--- src/inc/ppg_pkg.sv ---
package ppg_pkg;

  // Operation mode code that selects pulse generation
  localparam logic [2:0] PPG_MODE_CODE = 3'h3;

  // Mode byte layout
  localparam int MR_OPM_POS = 0;
  localparam int MR_CKS_POS = 4;
  localparam logic [7:0] MR_RESET = 8'h00;

  // Control byte layout
  localparam int CR_RUN_POS = 0;
  localparam int CR_ONE_POS = 1;
  localparam int CR_TFF_POS = 2;
  localparam int CR_OVE_POS = 3;
  localparam int CR_DBF_POS = 4;
  localparam int CR_NC_POS = 5;
  localparam logic [7:0] CR_RESET = 8'h00;

  // Compare and counter reset values
  localparam logic [15:0] CMP_RESET = 16'hffff;
  localparam logic [15:0] CNT_CLEAR = 16'h0000;

  // Noise canceller sampling intervals in gear clocks
  localparam int NF_INT_01 = 2;
  localparam int NF_INT_10 = 4;
  localparam int NF_INT_11 = 256;
  // Slow-mode sampling divides the low-frequency tick by this
  localparam int NF_LF_DIV = 2;
  // Equal samples needed before a new level is passed
  localparam int NF_SAMPLES = 3;

  // Prescaler width: longest source clock divide is 2^11
  localparam int PRESC_W = 11;

  typedef enum logic [2:0] {
    WS_MODE,
    WS_CTRL,
    WS_PER_LO,
    WS_PER_HI,
    WS_TOG_LO,
    WS_TOG_HI
  } ppg_wsel_t;

  typedef struct packed {
    logic [2:0] op_mode_field;
    logic [2:0] source_clock_select;
  } ppg_mode_t;

  typedef struct packed {
    logic [1:0] noise_filter_select;
    logic double_buffer_enable;
    logic overflow_irq_enable;
    logic initial_level_flipflop;
    logic one_shot_select;
    logic run_bit;
  } ppg_ctrl_t;

endpackage

--- src/core/ppg_noise_filter.sv ---
`timescale 1ns/1ps
`default_nettype none
module ppg_noise_filter #(
  parameter int SAMPLES = ppg_pkg::NF_SAMPLES
) (
  input wire logic clk,
  input wire logic srst,
  input wire logic din,
  input wire logic [1:0] sel,
  input wire logic slow_mode,
  input wire logic lf_tick,
  output logic dout
);
  import ppg_pkg::*;

  localparam logic [7:0] MASK_01 = 8'(NF_INT_01 - 1);
  localparam logic [7:0] MASK_10 = 8'(NF_INT_10 - 1);
  localparam logic [7:0] MASK_11 = 8'(NF_INT_11 - 1);
  localparam logic [1:0] LF_LAST = 2'(NF_LF_DIV - 1);

  logic [7:0] div_q;
  logic [1:0] lf_q;
  logic [SAMPLES-2:0] hist_q;
  logic filt_q;
  logic dout_q;
  wire logic [7:0] mask;
  wire logic fast_smp;
  wire logic slow_smp;
  wire logic smp;
  wire logic blocked;
  wire logic all_hi;
  wire logic all_lo;

  assign mask = (sel == 2'h1) ? MASK_01 : (sel == 2'h2) ? MASK_10 : MASK_11;
  assign fast_smp = ((div_q & mask) == mask);
  assign slow_smp = lf_tick && (lf_q == LF_LAST);
  // Slow clocking only offers the longest interval
  assign blocked = slow_mode && (sel != 2'h0) && (sel != 2'h3); // RULE_21
  assign smp = slow_mode ? slow_smp : fast_smp; // RULE_19
  assign all_hi = din && (&hist_q);
  assign all_lo = !din && !(|hist_q);

  always_ff @(posedge clk) begin
    if (srst) begin
      div_q <= 8'h00;
      lf_q <= 2'h0;
    end else begin
      div_q <= div_q + 8'h01;
      if (lf_tick) begin
        lf_q <= (lf_q == LF_LAST) ? 2'h0 : lf_q + 2'h1;
      end
    end
  end

  // Runs whenever a filter is chosen, independent of the timer state
  always_ff @(posedge clk) begin
    if (srst) begin
      hist_q <= '0;
      filt_q <= 1'b0;
    end else if (sel != 2'h0 && smp) begin // RULE_18
      hist_q <= {hist_q[SAMPLES-3:0], din};
      if (all_hi || all_lo) begin
        filt_q <= din;
      end
    end
  end

  always_ff @(posedge clk) begin
    if (srst) begin
      dout_q <= 1'b0;
    end else if (sel == 2'h0) begin
      dout_q <= din;
    end else begin
      dout_q <= blocked ? 1'b0 : filt_q;
    end
  end

  assign dout = dout_q;
endmodule // ppg_noise_filter
`default_nettype wire

--- src/core/ppg_timer.sv ---
// Contract
// RULE_01: Mode code 011 selects pulse mode, clock select
// RULE_02: Period compare sets cycle, toggle compare first edge
// RULE_03: Software keeps period compare above toggle compare
// RULE_04: Flip-flop bit sets idle output level
// RULE_05: Run starts; mode, overflow, flip-flop locked
// RULE_06: Toggle match drives output opposite idle level
// RULE_07: Period match restores idle level, raises interrupt
// RULE_08: One-shot period match clears run bit
// RULE_09: Continuous period match clears counter, keeps running
// RULE_10: Any stop returns output to idle level
// RULE_11: One-shot bit writable while running
// RULE_12: Low byte buffered, high write commits both
// RULE_13: Software writes low byte before high byte
// RULE_14: Double buffer loads compares at period match
// RULE_15: Buffered reads return last written value
// RULE_16: Stopped writes update effective and buffer
// RULE_17: Unbuffered writes immediate; counter may wrap
// RULE_18: Filter needs three equal samples, runs always
// RULE_19: Filter intervals 2, 4, 256 gear clocks
// RULE_20: Filter select locked while running
// RULE_21: Slow mode: 11 uses fs/2, others block
// RULE_22: Software waits four intervals before start
// RULE_23: Clearing run stops and zeroes counter
// RULE_24: Sixteen-bit counter, compares as byte pairs
`timescale 1ns/1ps
`default_nettype none
module ppg_timer #(
  parameter int CNT_W = 16
) (
  input wire logic clk,
  input wire logic srst,
  input wire logic wr_en,
  input wire ppg_pkg::ppg_wsel_t wr_sel,
  input wire logic [7:0] wr_data,
  input wire logic slow_mode,
  input wire logic lf_tick,
  input wire logic timer_input_pin,
  output logic pulse_out_pin,
  output logic timer_irq,
  output logic timer_input_filtered,
  output ppg_pkg::ppg_mode_t mode_rd,
  output ppg_pkg::ppg_ctrl_t ctrl_rd,
  output logic [CNT_W-1:0] period_rd,
  output logic [CNT_W-1:0] toggle_rd,
  output logic [CNT_W-1:0] count_rd
);
  import ppg_pkg::*;

  localparam logic [CNT_W-1:0] CNT_ONE = CNT_W'(1);
  localparam logic [CNT_W-1:0] CNT_ZERO = CNT_W'(CNT_CLEAR);
  localparam logic [CNT_W-1:0] CMP_INIT = CNT_W'(CMP_RESET);

  ppg_mode_t mode_q;
  ppg_ctrl_t ctrl_q;
  ppg_ctrl_t ctrl_d;
  logic [PRESC_W-1:0] presc_q;
  logic [CNT_W-1:0] cnt_q;
  logic [CNT_W-1:0] cnt_d;
  logic [CNT_W-1:0] per_eff_q;
  logic [CNT_W-1:0] per_buf_q;
  logic [CNT_W-1:0] tog_eff_q;
  logic [CNT_W-1:0] tog_buf_q;
  logic [CNT_W-1:0] per_rd_q;
  logic [CNT_W-1:0] tog_rd_q;
  logic [7:0] tmp_q;
  logic out_q;
  logic out_d;
  logic irq_q;
  logic pin_s1_q;
  logic pin_s2_q;

  // Divide exponent of the internal source clock selection
  function automatic logic [3:0] clk_exp(input logic [2:0] s);
    case (s)
      3'h0: clk_exp = 4'hb;
      3'h1: clk_exp = 4'ha;
      3'h2: clk_exp = 4'h8;
      3'h3: clk_exp = 4'h6;
      3'h4: clk_exp = 4'h4;
      3'h5: clk_exp = 4'h2;
      3'h6: clk_exp = 4'h1;
      default: clk_exp = 4'h0;
    endcase
  endfunction

  wire logic wr_mode;
  wire logic wr_ctrl;
  wire logic wr_per_lo;
  wire logic wr_per_hi;
  wire logic wr_tog_lo;
  wire logic wr_tog_hi;
  wire logic [CNT_W-1:0] cmp_val;
  wire logic [PRESC_W-1:0] tick_mask;
  wire logic int_tick;
  wire logic tick;
  wire logic is_ppg;
  wire logic running;
  wire logic hold_wr;
  wire logic adv;
  wire logic match_a;
  wire logic match_b;
  wire logic os_stop;

  assign wr_mode = wr_en && (wr_sel == WS_MODE);
  assign wr_ctrl = wr_en && (wr_sel == WS_CTRL);
  assign wr_per_lo = wr_en && (wr_sel == WS_PER_LO);
  assign wr_per_hi = wr_en && (wr_sel == WS_PER_HI);
  assign wr_tog_lo = wr_en && (wr_sel == WS_TOG_LO);
  assign wr_tog_hi = wr_en && (wr_sel == WS_TOG_HI);
  // High byte joins the buffered low byte into one word
  assign cmp_val = {wr_data, tmp_q}; // RULE_12

  assign tick_mask = PRESC_W'((12'h001 << clk_exp(mode_q.source_clock_select))
                     - 12'h001);
  assign int_tick = ((presc_q & tick_mask) == tick_mask);
  // Slow modes count on the low-frequency tick only
  assign tick = slow_mode ? lf_tick : int_tick; // RULE_01
  assign is_ppg = (mode_q.op_mode_field == PPG_MODE_CODE); // RULE_01
  assign running = ctrl_q.run_bit;
  assign hold_wr = running && ctrl_q.double_buffer_enable;
  assign adv = running && is_ppg && tick;
  assign match_a = adv && (cnt_q == per_eff_q); // RULE_02
  assign match_b = adv && (cnt_q == tog_eff_q) && !match_a; // RULE_02
  assign os_stop = match_a && ctrl_q.one_shot_select; // RULE_08 RULE_11

  always_ff @(posedge clk) begin
    if (srst) begin
      pin_s1_q <= 1'b0;
      pin_s2_q <= 1'b0;
      presc_q <= '0;
    end else begin
      pin_s1_q <= timer_input_pin;
      pin_s2_q <= pin_s1_q;
      presc_q <= presc_q + PRESC_W'(1);
    end
  end

  // A software write in the stop cycle wins, so a restart is never lost
  always_comb begin
    ctrl_d = ctrl_q;
    if (os_stop) begin
      ctrl_d.run_bit = 1'b0; // RULE_08
    end
    if (wr_ctrl) begin
      ctrl_d.run_bit = wr_data[CR_RUN_POS]; // RULE_05
      ctrl_d.one_shot_select = wr_data[CR_ONE_POS]; // RULE_11
      ctrl_d.double_buffer_enable = wr_data[CR_DBF_POS];
      if (!running) begin // RULE_05 RULE_20
        ctrl_d.initial_level_flipflop = wr_data[CR_TFF_POS];
        ctrl_d.overflow_irq_enable = wr_data[CR_OVE_POS];
        ctrl_d.noise_filter_select = wr_data[CR_NC_POS +: 2];
      end
    end
  end

  always_comb begin
    if (!ctrl_d.run_bit) begin
      cnt_d = CNT_ZERO; // RULE_23
    end else if (match_a) begin
      cnt_d = CNT_ZERO; // RULE_09
    end else if (adv) begin
      // Free wrap lets a lowered compare be met after overflow
      cnt_d = cnt_q + CNT_ONE; // RULE_17 RULE_24
    end else begin
      cnt_d = cnt_q;
    end
  end

  always_comb begin
    if (!ctrl_d.run_bit) begin
      out_d = ctrl_d.initial_level_flipflop; // RULE_04 RULE_10
    end else if (match_a) begin
      out_d = ctrl_q.initial_level_flipflop; // RULE_07
    end else if (match_b) begin
      out_d = !ctrl_q.initial_level_flipflop; // RULE_06
    end else begin
      out_d = out_q;
    end
  end

  always_ff @(posedge clk) begin
    if (srst) begin
      ctrl_q <= ppg_ctrl_t'(CR_RESET[6:0]);
      mode_q <= '0;
      cnt_q <= CNT_ZERO;
      out_q <= 1'b0;
      irq_q <= 1'b0;
    end else begin
      ctrl_q <= ctrl_d;
      if (wr_mode && !running) begin // RULE_05
        mode_q.op_mode_field <= wr_data[MR_OPM_POS +: 3];
        mode_q.source_clock_select <= wr_data[MR_CKS_POS +: 3];
      end
      cnt_q <= cnt_d;
      out_q <= out_d;
      irq_q <= match_a; // RULE_07
    end
  end

  always_ff @(posedge clk) begin
    if (srst) begin
      tmp_q <= 8'h00;
    end else if (wr_per_lo || wr_tog_lo) begin
      tmp_q <= wr_data; // RULE_12
    end
  end

  // The buffer always tracks the last write so reads stay coherent
  always_ff @(posedge clk) begin
    if (srst) begin
      per_eff_q <= CMP_INIT;
      per_buf_q <= CMP_INIT;
      tog_eff_q <= CMP_INIT;
      tog_buf_q <= CMP_INIT;
    end else begin
      if (wr_per_hi) begin
        per_buf_q <= cmp_val; // RULE_16
      end
      if (wr_tog_hi) begin
        tog_buf_q <= cmp_val; // RULE_16
      end
      if (wr_per_hi && !hold_wr) begin
        per_eff_q <= cmp_val; // RULE_16 RULE_17
      end else if (match_a && ctrl_q.double_buffer_enable) begin
        per_eff_q <= per_buf_q; // RULE_14
      end
      if (wr_tog_hi && !hold_wr) begin
        tog_eff_q <= cmp_val; // RULE_16 RULE_17
      end else if (match_a && ctrl_q.double_buffer_enable) begin
        tog_eff_q <= tog_buf_q; // RULE_14
      end
    end
  end

  always_ff @(posedge clk) begin
    if (srst) begin
      per_rd_q <= CMP_INIT;
      tog_rd_q <= CMP_INIT;
    end else begin
      per_rd_q <= ctrl_q.double_buffer_enable ? per_buf_q // RULE_15
                  : per_eff_q;
      tog_rd_q <= ctrl_q.double_buffer_enable ? tog_buf_q // RULE_15
                  : tog_eff_q;
    end
  end

  ppg_noise_filter #(
    .SAMPLES(NF_SAMPLES)
  ) u_filter (
    .clk(clk),
    .srst(srst),
    .din(pin_s2_q),
    .sel(ctrl_q.noise_filter_select),
    .slow_mode(slow_mode),
    .lf_tick(lf_tick),
    .dout(timer_input_filtered)
  );

  assign pulse_out_pin = out_q;
  assign timer_irq = irq_q;
  assign mode_rd = mode_q;
  assign ctrl_rd = ctrl_q;
  assign period_rd = per_rd_q;
  assign toggle_rd = tog_rd_q;
  assign count_rd = cnt_q;
endmodule // ppg_timer
`default_nettype wire

--- config.mk ---
export PLATFORM = sky130hd
export DESIGN_NAME = ppg_timer
export DESIGN_NICKNAME = d
export VERILOG_FILES = /design/src/inc/ppg_pkg.sv /design/src/core/ppg_noise_filter.sv /design/src/core/ppg_timer.sv
export SDC_FILE = /design/constraint.sdc
export NUM_CORES = 1
export LEC_CHECK = 0
export CORE_AREA = 10 10 122 124
export DETAILED_ROUTE_END_ITERATION = 6
export DIE_AREA = 0 0 132 134
export DONT_BUFFER_PORTS = 1
export PLACE_DENSITY = 0.74
export SLEW_MARGIN = 20
export SYNTH_ARGS = -nofsm -noshare
export SYNTH_HDL_FRONTEND = slang
export SYNTH_SLANG_ARGS = --single-unit
--- constraint.sdc ---
create_clock -name clk -period 2.06 [get_ports clk]
set_input_delay 0.412 -clock clk [delete_from_list [all_inputs] [get_ports clk]]
set_output_delay 0.412 -clock clk [all_outputs]
set_load 0.02 [all_outputs]
==> results.txt, run 1 <==
- The flow ran to the end, and the final reports show no timing, DRC or antenna violations.
- Area inside the core boundary: 12500 um^2
* Fraction of the mapped netlist area in simple logic gates: 21.4%
- At the worst endpoint, the required time is 2.37 ns.
- Across the VDD grid, the largest voltage drop is 705 uV.
* Final Critical Period: 2.03 ns
* Launch point of the worst reg-to-reg path: count_rd[2]$_SDFFE_PP0P_
- Post-detailed-routing wire length: 19100 um
* Antenna Cells: 0
- Total power divided by cell area: 877 nW/um^2
- Of all nets on the critical path, the largest fanout is 8.
- Counting flops and latches in the post-synthesis netlist gives 162.
- Internal power: 5.68 mW
- Data on the critical path arrives at its endpoint at 2.34 ns.
- Detailed routing placed a total of 8560 um of wire on met2.
- Tracing the worst setup path back leads to its startpoint at count_rd[2]$_SDFFE_PP0P_.
* End point of the worst hold path: presc_q[1]$_SDFF_PP0_
- Clock-pin slew was measured on the worst setup and hold paths at 0.06 ns.
- Switching Fraction: 21.0%
* Average routed wire per standard cell: 19.8 um
- From left edge to right edge, the die measures 132 um.
- In this run, post-CTS hold repair placed 0 buffers.
- The synthesized netlist devotes 1.24% of its cell area to adder and majority cells.
- CTS HTree Levels: 4
- Number of flops mapped to enable cells by yosys: 0
- Number of core rows: 41
* ANT nets after route: 0
- Dominant cell type by area after synthesis: sky130_fd_sc_hd__dfxtp_1
* Met3 layer wire length in the routed design: 1970 um
* Number of clock sinks: 162
- Combinational fraction of design power: 3.6%
- Sequential elements use 46.5% of the synthesized area.
* Number of ports placed on the die boundary: 81
- Overall die area: 17700 um^2
* Reg2Reg Depth: 8
- In this run the most critical hold path is launched from srst.
- Number of antenna violations at the first check in global routing: 0
- After detailed placement, the design holds a cell count of 925.
- Synth warn: 0
- Entering global routing, the biggest net connects 117 pins.
* Synthesis-to-finish area growth: 17.6%
- After legalization and detailed placement, the total HPWL measured 12600 um.
* Crit path launch type: flip-flop
* Power share of the clock group: 50.2%
* FILL cells: 964
- The design draws 7.19 mW.
* Wire length of the first global-routing pass: 29000 um
- Across all layers, the routed design uses 5529 vias.
* Hold WC Path Type: input port to flip-flop
- Sequential power share: 46.2%
- Clock skew on the completed layout was measured at 0.00621 ns.
- Buffer depth of the longest clock path: 2
* Count of input and output buffers: 0
- Total congestion overflow after global routing: 0
* Average via count per standard cell: 5.73
* Max Fclk: 493 MHz
- Final critical-path share of the clock period: 98.5%
- Once the floorplan was initialized, standard cells occupied 56.0% of the core.
- After synthesis, the largest family of logic cells by area is simple AND/OR/NAND/NOR gates.
- Vias in the first global route: 5326
- When the netlist entered floorplanning its net count stood at 774.
- Of the post-synthesis cell area, the part taken by muxes is 7.46%.
* Leading cell types by count after synthesis: sky130_fd_sc_hd__dfxtp_1 (162), sky130_fd_sc_hd__nor2_1 (91), sky130_fd_sc_hd__nand2_1 (87), sky130_fd_sc_hd__mux2i_1 (52), sky130_fd_sc_hd__xnor2_1 (49)
* Yosys top cell area share: 46.5%
* Worst slew margin relative to its limit: 54.8%
- For this block, the initial DRC count from the detailed router was 565.
* Fraction of the mapped netlist area in compound gates: 11.4%
- Counting flops with an async set or reset pin after synthesis yields a share of 0%.
- Category of the critical setup timing path: flip-flop to flip-flop
- Capturing element type of the critical path: flip-flop
* Number of nets in the layout: 803
- Layout cell share with drive strength beyond 1: 15.3%
- Among all cell types in the netlist, the one instantiated most often is sky130_fd_sc_hd__dfxtp_1.
* Synthesized area divided by synthesized cell count: 9.29 um^2
- Sorting the synthesized cells by area gives the leading types as sky130_fd_sc_hd__dfxtp_1 (46%), sky130_fd_sc_hd__mux2i_1 (7.5%), sky130_fd_sc_hd__xnor2_1 (6.1%).
* Height of the die: 134 um
* Setup-failing EPs final: 0
- The count of endpoints failing hold in the final timing report is 0.
- DRT met1 WL: 7920 um
- Cts bufs inserted: 17
- Global routing used 20.7% of the available tracks across all layers.
* Terminus of the critical flop-to-flop path: tog_eff_q[3]$_SDFFE_PP1P_
- The detailed router used layers up to and including met4.
- Depth of the worst hold-timing path: 1
- At the pin with the least slew margin, the transition time is 0.676 ns.
- In this run the static leakage power is 3.49 nW.
* Yosys cell types: 54
- Final design utilization: 65.8%
* Post-Synthesis Cell Area: 6980 um^2
- Reported max-cap violation count: 0
* Total iterations of the first detailed-routing run: 6
- Synthesized-area fraction occupied by xor and xnor cells: 7.78%
- Synthesis produced a netlist whose cell count is 751.
- Global placer's final weighted congestion: 0.984
- Clk_lat worst skew: 0.43 ns
- TritonCTS built the clock tree.
- In this run the power spent charging and discharging nets is 1.51 mW.
- Across the whole layout, storage elements account for 3260 um^2.
* Multi-input gate area: 3470 um^2
- Number of max-slew violations in the final report: 0
* Setup repair after global routing missed its margin: yes
* Library cell used as clock root buffer: sky130_fd_sc_hd__clkbuf_16
* Register-to-register setup slack: 0.03 ns
- After detailed routing, the number of remaining DRC violations is 0.
* Prevailing post-synth register cell: sky130_fd_sc_hd__dfxtp_1
- The count of cells in the finished layout, fillers not included, comes to 965.
[power by group through the flow]
stage          Combinational (mW)  Clock, mW  Sequential (mW)
2_1_floorplan               0.219          0             3.37
3_3_place_gp                0.242          0             3.39
3_5_place_dp                0.250          0             3.39
4_1_cts                     0.254       3.63             3.33
5_1_grt                     0.287       3.79             3.33
6_report                    0.256       3.61             3.32
[area by class of cell]
cell class,instances,share of cell area (%)
multi-input cells,526,42.3
clock buffers,19,5.52
repair buffers,58,6.28
well taps,172,2.62
clock inverters,13,2.82
inverters,15,0.686
flip-flops and latches,162,39.8
[registers in the layout, indices dropped and copies added (netlist names), 11 cells and up]
| name | count |
|---|---|
| presc_q | 11 |
| toggle_rd | 16 |
| count_rd | 16 |
| period_rd | 16 |
| per_buf_q | 16 |
| tog_eff_q | 16 |
| tog_buf_q | 16 |
| per_eff_q | 16 |
[timing repair]
item                       4_1_cts  5_1_grt
setup endpoints to repair        3       40
buffers inserted                 0        5
pin swaps                        1        5
cloned                           0        3
gates resized for setup          1       18
[layer usage]
metal,up-vias,track usage (%)
li1,2621,-
met1,2640,24.6
met2,228,31.8
met3,40,8.40
met4,0,10.1
met5,-,0
[critical path, cell delays in order, from the launching register on]
cell                        delay [ns]
sky130_fd_sc_hd__dfxtp_1          0.42
sky130_fd_sc_hd__xnor2_2          0.16
sky130_fd_sc_hd__nand4_1          0.20
sky130_fd_sc_hd__nor4_4           0.38
sky130_fd_sc_hd__o211ai_4         0.14
sky130_fd_sc_hd__buf_12           0.18
sky130_fd_sc_hd__clkbuf_16        0.17
sky130_fd_sc_hd__mux2i_1          0.17
sky130_fd_sc_hd__a21oi_1          0.09
[placed cells by master, fill, tap and decap left out, types with 3 or more instances in the layout]
cell                        instances
sky130_fd_sc_hd__ha_1               6
sky130_fd_sc_hd__nand4_1           12
sky130_fd_sc_hd__nor2_1            91
sky130_fd_sc_hd__clkbuf_16         19
sky130_fd_sc_hd__a211oi_1          10
sky130_fd_sc_hd__o211ai_1           3
sky130_fd_sc_hd__a21oi_1           44
sky130_fd_sc_hd__inv_1             14
sky130_fd_sc_hd__dfxtp_2            9
sky130_fd_sc_hd__xor2_1            13
sky130_fd_sc_hd__bufinv_16          6
sky130_fd_sc_hd__nand3_1           10
sky130_fd_sc_hd__clkinv_4           3
sky130_fd_sc_hd__dfxtp_1          151
sky130_fd_sc_hd__o21ai_0            4
sky130_fd_sc_hd__nor2b_1           40
sky130_fd_sc_hd__a211o_1           32
sky130_fd_sc_hd__and3_1             3
sky130_fd_sc_hd__buf_12             3
sky130_fd_sc_hd__nand2_1           87
sky130_fd_sc_hd__xnor2_1           48
sky130_fd_sc_hd__nand3b_1          34
sky130_fd_sc_hd__buf_4             52
sky130_fd_sc_hd__mux2i_1           51
[cells by family (layout without fill, tap and decap cells)]
| group | after synthesis | count (layout) |
|---|---|---|
| simple gates | 295 | 295 |
| flops | 162 | 162 |
| compound gates | 110 | 110 |
| buf+inv | 63 | 105 |
| xor+xnor | 62 | 62 |
| mux | 52 | 52 |
| fa+ha+maj | 7 | 7 |
[through the flow]
| stage | hold slack, ns | area [um^2] | setup TNS [ns] | setup slack [ns] |
|---|---|---|---|---|
| 6_report | 0.0483 | 8200 | 0 | 0.0316 |
| 5_1_grt | 0.0368 | 8200 | -0.571 | -0.0671 |
| 4_1_cts | 0.0366 | 8040 | -0.00353 | -0.00353 |
| 3_5_place_dp | 0.430 | 7360 | 0 | 0.0143 |
| 3_3_place_gp | 0.426 | 7360 | -0.0556 | -0.0556 |
| 2_1_floorplan | 0.414 | 6980 | 0 | 0.0115 |
[worst max path at each step]
stage | slack (ns) | depth (start not counted) | to
2_1_floorplan | 0.01 | 8 | per_eff_q[0]$_SDFFE_PP1P_
3_3_place_gp | -0.06 | 7 | pulse_out_pin$_SDFFE_PP0P_
3_5_place_dp | 0.01 | 7 | tog_eff_q[9]$_SDFFE_PP1P_
4_1_cts | -0.004 | 8 | tog_eff_q[9]$_SDFFE_PP1P_
5_1_grt | -0.07 | 8 | pulse_out_pin$_SDFFE_PP0P_
6_report | 0.03 | 8 | tog_eff_q[3]$_SDFFE_PP1P_
Note: power is estimated with default switching activity, not from simulation.
==> inputs of run 2 (changes only) <==
--- a/config.mk
+++ b/config.mk
@@ -9,6 +9,7 @@
 export DETAILED_ROUTE_END_ITERATION = 6
 export DIE_AREA = 0 0 132 134
 export DONT_BUFFER_PORTS = 1
+export GPL_ROUTABILITY_DRIVEN = 0
 export PLACE_DENSITY = 0.74
 export SLEW_MARGIN = 20
 export SYNTH_ARGS = -nofsm -noshare
==> constraint.sdc (replaced) <==
create_clock -name clk -period 2.06 [get_ports clk]
set_input_delay 0.412 -clock clk [delete_from_list [all_inputs] [get_ports clk]]
set_output_delay 0.412 -clock clk [all_outputs]
set_load 0.01 [all_outputs]
==> results.txt, run 2 (same netlist as run 1, synthesis figures left out) <==
* Final critical-path share of the clock period: 98.3%
* Max VDD drop: 482 uV
- Required time reported for the critical path endpoint: 2.37 ns
- Final worst hold slack: 0.0404 ns
- Initial DRC Count: 530
* Cell with the most instances on the worst path: sky130_fd_sc_hd__buf_12
- Clk_lat worst skew: 0.43 ns
- TritonCTS built the clock tree.
* Critical Path, Cell by Cell: maj3_2 -> a32o_2 -> o211a_4 -> o211ai_4 -> buf_12 -> buf_12 -> mux2i_2 -> a21oi_1
* ANT nets after route: 0
- Row generation in the floorplan step produced 41 rows.
- Kind of cell with the highest combined delay on the critical path: compound AO/OA/AOI/OAI gates
* All-Layer GR Usage: 20.6%
* Max Fclk: 494 MHz
* Height of the die: 134 um
- Total via count after detailed routing: 5563
* Total iterations of the first detailed-routing run: 4
* FILL cells: 982
- Hold violation count in the final report: 0
* Final design utilization: 65.6%
- Vias in the first global route: 5369
* Synthesis-to-finish area growth: 17.2%
- Hold WC Path Type: input port to flip-flop
- The first global-routing pass estimated 29000 um of wire.
- Instance count after placement with tap cells included: 924
* Final Critical Period: 2.02 ns
- In this run the worst path has a maximum fanout of 6.
- For this design, the sink count on the clock tree is 162.
* Critical path origin: mode_rd[0]$_SDFFE_PP0P_
- Buffer depth of the longest clock path: 2
- Most frequent cells in the layout: sky130_fd_sc_hd__dfxtp_1 (153), sky130_fd_sc_hd__nor2_1 (91), sky130_fd_sc_hd__nand2_1 (87)
- Slew at the pin closest to its max-slew limit: 0.667 ns
* Area inside the core boundary: 12500 um^2
- In this run, post-CTS hold repair placed 0 buffers.
* Number of nets in the layout: 802
- On the worst path, the slowest cell contributes a delay of 0.36 ns.
- OpenSTA, run right after detailed placement, puts the worst setup slack at 0.0447 ns.
- Setup-failing EPs final: 0
- The max-slew violation count is 0.
* Overall power after layout: 6.82 mW
- Post-detailed-routing wire length: 18900 um
- Overall die area: 17700 um^2
- Dividing the detail-routed via count by the number of cells gives 5.77.
* Number of ports placed on the die boundary: 81
- CTS HTree Levels: 4
* Capturing element type of the critical path: flip-flop
- Crit path launch type: flip-flop
* Clock Skews: 0.00739 ns
- The die is 132 um wide.
* Layout cell share with drive strength beyond 1: 15.3%
- Summing all placed instances gives a cell area of 7360 um^2.
- Clock slew seen by the registers of the worst setup and hold paths: 0.06 ns
- After detailed routing, the number of remaining DRC violations is 0.
- Launch point of the worst reg-to-reg path: mode_rd[0]$_SDFFE_PP0P_
* Average routed wire per standard cell: 19.6 um
* Final design instance area without fill: 8180 um^2
* Static leakage: 3.46 nW
- The wire-length estimate of the detail-placed layout is 12800 um.
* Most common cell after layout, fill and taps aside: sky130_fd_sc_hd__dfxtp_1
* Run status: complete, no violations
* Finished Layout Cells: 964
- For this run the aggregate overflow at the end of global routing stands at 0.
* Crit path max-delay cell type: sky130_fd_sc_hd__dfxtp_4
* Largest net degree at the start of global routing: 117
* Worst slew margin relative to its limit: 55.4%
* Final worst slack: 0.0353 ns
- For this design the ratio of total power to cell area is 834 nW/um^2.
- At the worst endpoint, the arrival time is 2.34 ns.
* Setup repair after global routing missed its margin: yes
- The cell sitting at the root of the clock tree is a sky130_fd_sc_hd__clkbuf_16.
* Final setup TNS: 0 ns
- Reported max-cap violation count: 0
* Category of the critical setup timing path: flip-flop to flip-flop
- Hold path startpoint: srst
- Number of antenna violations at the first check in global routing: 0
- For this configuration, the core starts out at a cell density of 56.0%.
- The number of buffers and inverters on the critical path is 2.
* Cts bufs inserted: 17
- The repair_antennas step left the layout with diodes totalling 0.
- Count of input and output buffers: 0
==> run 2: layer usage <==
metal	global-route usage [%]	up-vias	wire (um)	share of wire (%)
met4	10.3	0	614	3.2
li1	-	2619	-	-
met5	0	-	0	0
met3	8.25	46	1840	9.7
met2	33.0	180	8790	46
met1	23.4	2718	7690	41
==> run 2: path summary, 6_finish.rpt <==
kind         slack (ns)                       endpoint  cells after the start
max                0.04      tog_eff_q[5]$_SDFFE_PP1P_                      8
min                0.04        mode_rd[1]$_SDFFE_PP0P_                      1
max reg2reg        0.04      tog_eff_q[5]$_SDFFE_PP1P_                      8
min reg2reg        0.44  u_filter.lf_q[1]$_SDFFE_PP0P_                      2
==> run 2: cell type report <==
cell class | instances | area [um^2] | area share (%)
Inverter | 15 | 56.3 | 0.688
Timing Repair Buffer | 57 | 547 | 6.69
Clock inverter | 10 | 130 | 1.59
Sequential cell | 162 | 3260 | 39.8
Tap cell | 172 | 215 | 2.63
Multi-Input combinational cell | 526 | 3490 | 42.7
Clock buffer | 22 | 484 | 5.92
==> run 2: power breakdown <==
part           internal, mW  total (mW)  leakage (nW)  switching [mW]
clock                  2.02        3.26         0.302            1.23
sequential             3.22        3.31          1.32          0.0945
combinational         0.126       0.250          1.84           0.125
total                  5.37        6.82          3.46            1.45
==> run 2: timing repair <==
| item | in CTS | in global routing |
|---|---|---|
| endpoints found under the setup margin | 0 | 44 |
| buffers inserted | 0 | 5 |
| resized for setup | 0 | 22 |
==> inputs of run 3 (changes only) <==
--- a/config.mk
+++ b/config.mk
@@ -5,12 +5,14 @@
 export SDC_FILE = /design/constraint.sdc
 export NUM_CORES = 1
 export LEC_CHECK = 0
-export CORE_AREA = 10 10 122 124
+export ABC_AREA = 1
+export CORE_AREA = 10 10 130 120
 export DETAILED_ROUTE_END_ITERATION = 6
-export DIE_AREA = 0 0 132 134
+export DIE_AREA = 0 0 140 130
 export DONT_BUFFER_PORTS = 1
 export GPL_ROUTABILITY_DRIVEN = 0
-export PLACE_DENSITY = 0.74
+export GPL_TIMING_DRIVEN = 0
+export PLACE_DENSITY = 0.75
 export SLEW_MARGIN = 20
 export SYNTH_ARGS = -nofsm -noshare
 export SYNTH_HDL_FRONTEND = slang
==> results.txt, run 3 <==
- Run status: complete, no violations
- Overall power after layout: 6.79 mW
- Internal power: 5.08 mW
* Terminus of the critical flop-to-flop path: count_rd[0]$_SDFFE_PP0P_
- At the worst endpoint, the required time is 2.38 ns.
- In this run the deepest clock path goes through 2 buffers.
- Number of flops mapped to enable cells by yosys: 0
- Entering global routing, the biggest net connects 17 pins.
- Clock Skews: 0.0140 ns
- Max VDD drop: 692 uV
- For this run, the post-layout net count is 1049.
- CTS built an H-tree with a depth of 4.
- The synthesized netlist occupies a cell area of 7230 um^2.
- Register-to-register setup slack: 0.10 ns
* Final worst slack: 0.103 ns
* Final Critical Period: 1.96 ns
- Multiplexer area fraction after synthesis: 0%
- Setup violations remaining at the end of the flow were counted as 0.
- Max Fclk: 511 MHz
- The analysis attributes to cell leakage a power of 3.67 nW.
* Slew at the pin closest to its max-slew limit: 0.824 ns
* Category of the critical setup timing path: flip-flop to flip-flop
- After synthesis, the largest family of logic cells by area is simple AND/OR/NAND/NOR gates.
* Largest fanout on the critical path: 10
* Library cell used as clock root buffer: sky130_fd_sc_hd__clkbuf_16
* Synth Net Count: 1029
* Biggest area contributors in the synthesized netlist: sky130_fd_sc_hd__dfxtp_1 (45%), sky130_fd_sc_hd__nand2_1 (14%), sky130_fd_sc_hd__nand3_1 (6.3%)
* Total iterations of the first detailed-routing run: 6
* Number of antenna violations at the first check in global routing: 0
* Post-detailed-routing wire length: 20800 um
* Fraction of the mapped netlist area in simple logic gates: 28.2%
- Yosys top cell area share: 44.8%
- For this run, the slowest stage of the critical path takes 0.38 ns.
* Post-synthesis register bit count: 162
- Average routed wire per standard cell: 17.2 um
- Power spread over the standard cell area amounts to 839 nW/um^2.
* Cts bufs inserted: 17
- Leading cell types by count after synthesis: sky130_fd_sc_hd__nand2_1 (264), sky130_fd_sc_hd__dfxtp_1 (162), sky130_fd_sc_hd__inv_1 (105), sky130_fd_sc_hd__nand3_1 (91), sky130_fd_sc_hd__nor2_1 (85)
* Combinational fraction of design power: 6.2%
* Dominant cell type by area after synthesis: sky130_fd_sc_hd__dfxtp_1
- Fraction of the mapped netlist area in compound gates: 12.3%
* Clock tree from TritonCTS: yes
- Depth of the worst hold-timing path: 2
* Power share of the clock group: 44.8%
- The detail route stage leaves a number of antenna-violating nets equal to 0.
* Synth warn: 0
* Sequential area share after synthesis: 44.8%
- The total area inside the core boundary comes to 13000 um^2.
- Post-Place Setup Slack: -0.157 ns
- Hold violation count in the final report: 0
- Count of input and output buffers: 0
- Residual DRC count: 0
- Net switching is 25.2% of the power.
- Yosys cell types: 36
* Number of ports placed on the die boundary: 81
- Final setup TNS: 0 ns
- The worst setup path is launched from a flip-flop.
- Measured on the finished design, the core utilization comes to 62.2%.
- Clock tree synthesis found a total of 162 sinks.
- Synthesized-area fraction occupied by xor and xnor cells: 4.48%
* Cells after Synth: 1006
- Summing over every cut layer, the via total after detailed routing is 6601.
* Synthesized area divided by synthesized cell count: 7.19 um^2
- The number of global-route vias before repair came to 5958.
- Synthesis-to-finish area growth: 12.0%
- The number of antenna diodes in the final layout is 0.
- Endpoint arrival time on the critical path: 2.27 ns
- Wire length of the first global-routing pass: 32500 um
* Crit path max-delay cell type: sky130_fd_sc_hd__dfxtp_1
* Prevailing post-synth register cell: sky130_fd_sc_hd__dfxtp_1
- End point of the worst hold path: pin_s1_q$_SDFF_PP0_
* Sequential power share: 49.0%
- Average via count per standard cell: 5.47
- Number of max-slew violations in the final report: 0
* Most frequent cells in the layout: sky130_fd_sc_hd__nand2_1 (264), sky130_fd_sc_hd__dfxtp_1 (147), sky130_fd_sc_hd__inv_1 (104)
- Layout cell share with drive strength beyond 1: 8.66%
- The tightest min-delay check is of the input port to flip-flop type.
- The initial utilization of the core area, before any placement, comes to 55.6%.
* Reported max-cap violation count: 0
* Critical Path, Cell by Cell: clkbuf_4 -> xnor2_1 -> nand2_1 -> nor2_1 -> nand2_1 -> nor2_4 -> nand4_1 -> nand3_2 -> inv_2 -> nand2_4 -> buf_6 -> nor2_1
- Measured in cells, the most critical reg-to-reg path has a length of 12.
* Setup repair after global routing missed its margin: no
- The analysis attributes to net switching a power of 1.71 mW.
- Most common cell after layout, fill and taps aside: sky130_fd_sc_hd__nand2_1
* Hold path startpoint: timer_input_pin
- Overall die area: 18200 um^2
* Most frequent cell after synthesis: sky130_fd_sc_hd__nand2_1
* Clk_lat worst skew: 0.43 ns
- Adder-cell share of the synthesized area: 1.04%
- Final critical-path share of the clock period: 95.0%
- The HPWL after detailed placement is 15300 um.
* Worst slew margin relative to its limit: 45.1%
- Die Wd: 140 um
* Initial DRC Count: 794
- Total congestion overflow after global routing: 0
- Height of the die: 130 um
- STA classifies the critical path endpoint as a flip-flop.
- The worst register-to-register path begins at count_rd[9]$_SDFFE_PP0P_.
- Proportion of synthesized flip-flops having asynchronous set or reset: 0%
- Global routing used 22.5% of the available tracks.
- Number of core rows: 40
* Clock slew seen by the registers of the worst setup and hold paths: 0.07 ns
-- run 3: changes by cell type after synthesis, sizes merged, moves of 40 or more --
cell,change
nor2b,-40
mux2i,-52
inv,+94
o21ai,+74
nand2,+184
nand3,+83
-- run 3: what timing repair did --
item,4_1_cts,5_1_grt
pin swaps,0,1
resized for setup,3,42
hold buffers,0,0
buffers inserted,0,1
endpoints found under the setup margin,30,49
-- run 3: layer usage --
metal	vias up	share of wire (%)	GRT usage, %
met1	2976	44	30.2
met3	32	11	6.43
li1	3276	-	-
met2	317	43	33.3
met5	-	0	0
met4	0	2.4	9.10
-- run 3: power groups by stage --
stage / sequential [mW] / clock, mW / combinational, mW
final: 3.33 / 3.04 / 0.419
after global routing: 3.34 / 3.20 / 0.471
after CTS: 3.33 / 3.07 / 0.409
after detailed placement: 3.40 / 0 / 0.405
after global placement: 3.40 / 0 / 0.398
after floorplan: 3.37 / 0 / 0.297
-- run 3: how the worst max path moves through the flow --
stage	start	to	slack, ns	cells past startpoint
6_report	count_rd[9]$_SDFFE_PP0P_	count_rd[0]$_SDFFE_PP0P_	0.10	12
5_1_grt	count_rd[4]$_SDFFE_PP0P_	count_rd[8]$_SDFFE_PP0P_	0.003	12
4_1_cts	count_rd[0]$_SDFFE_PP0P_	count_rd[15]$_SDFFE_PP0P_	0.007	14
3_5_place_dp	srst	period_rd[4]$_SDFF_PP1_	-0.16	6
3_3_place_gp	srst	period_rd[4]$_SDFF_PP1_	-0.14	6
2_1_floorplan	mode_rd[1]$_SDFFE_PP0P_	per_eff_q[10]$_SDFFE_PP1P_	0.39	12
-- run 3: final cells by class --
cell class | count | area (um^2)
Buffer | 50 | 255
Clock buffer | 19 | 443
Clock inverter | 13 | 128
Fill cell | 1186 | 4910
Inverter | 113 | 432
Multi-Input combinational cell | 681 | 3350
Sequential cell | 162 | 3270
Tap cell | 168 | 210
Timing Repair Buffer | 1 | 7.51
-- run 3: critical path: cells and delay by family (launching register included) --
family                 cells  cell delay [ns]
AND/OR/NAND/NOR            8             0.88
buffers and inverters      3             0.44
XOR/XNOR                   1             0.13
flip-flops                 1             0.38
-- run 3: logic make-up after synthesis --
family	Yosys count
xor gates and xnor gates	37
buffers and inverters	163
and+or+nand+nor	478
adders and majority gates	6
DFF	162
AOI/OAI and AO/OA	160
-- run 3: per-stage QoR --
step                cell area (um^2)  hold slack [ns]  cells
global route                    8100           0.0925   1207
global placement                7440            0.395   1174
detailed placement              7440            0.398   1174
finish                          8100           0.0778   1207
CTS                             8020           0.0711   1206
floorplan                       7230            0.388   1006
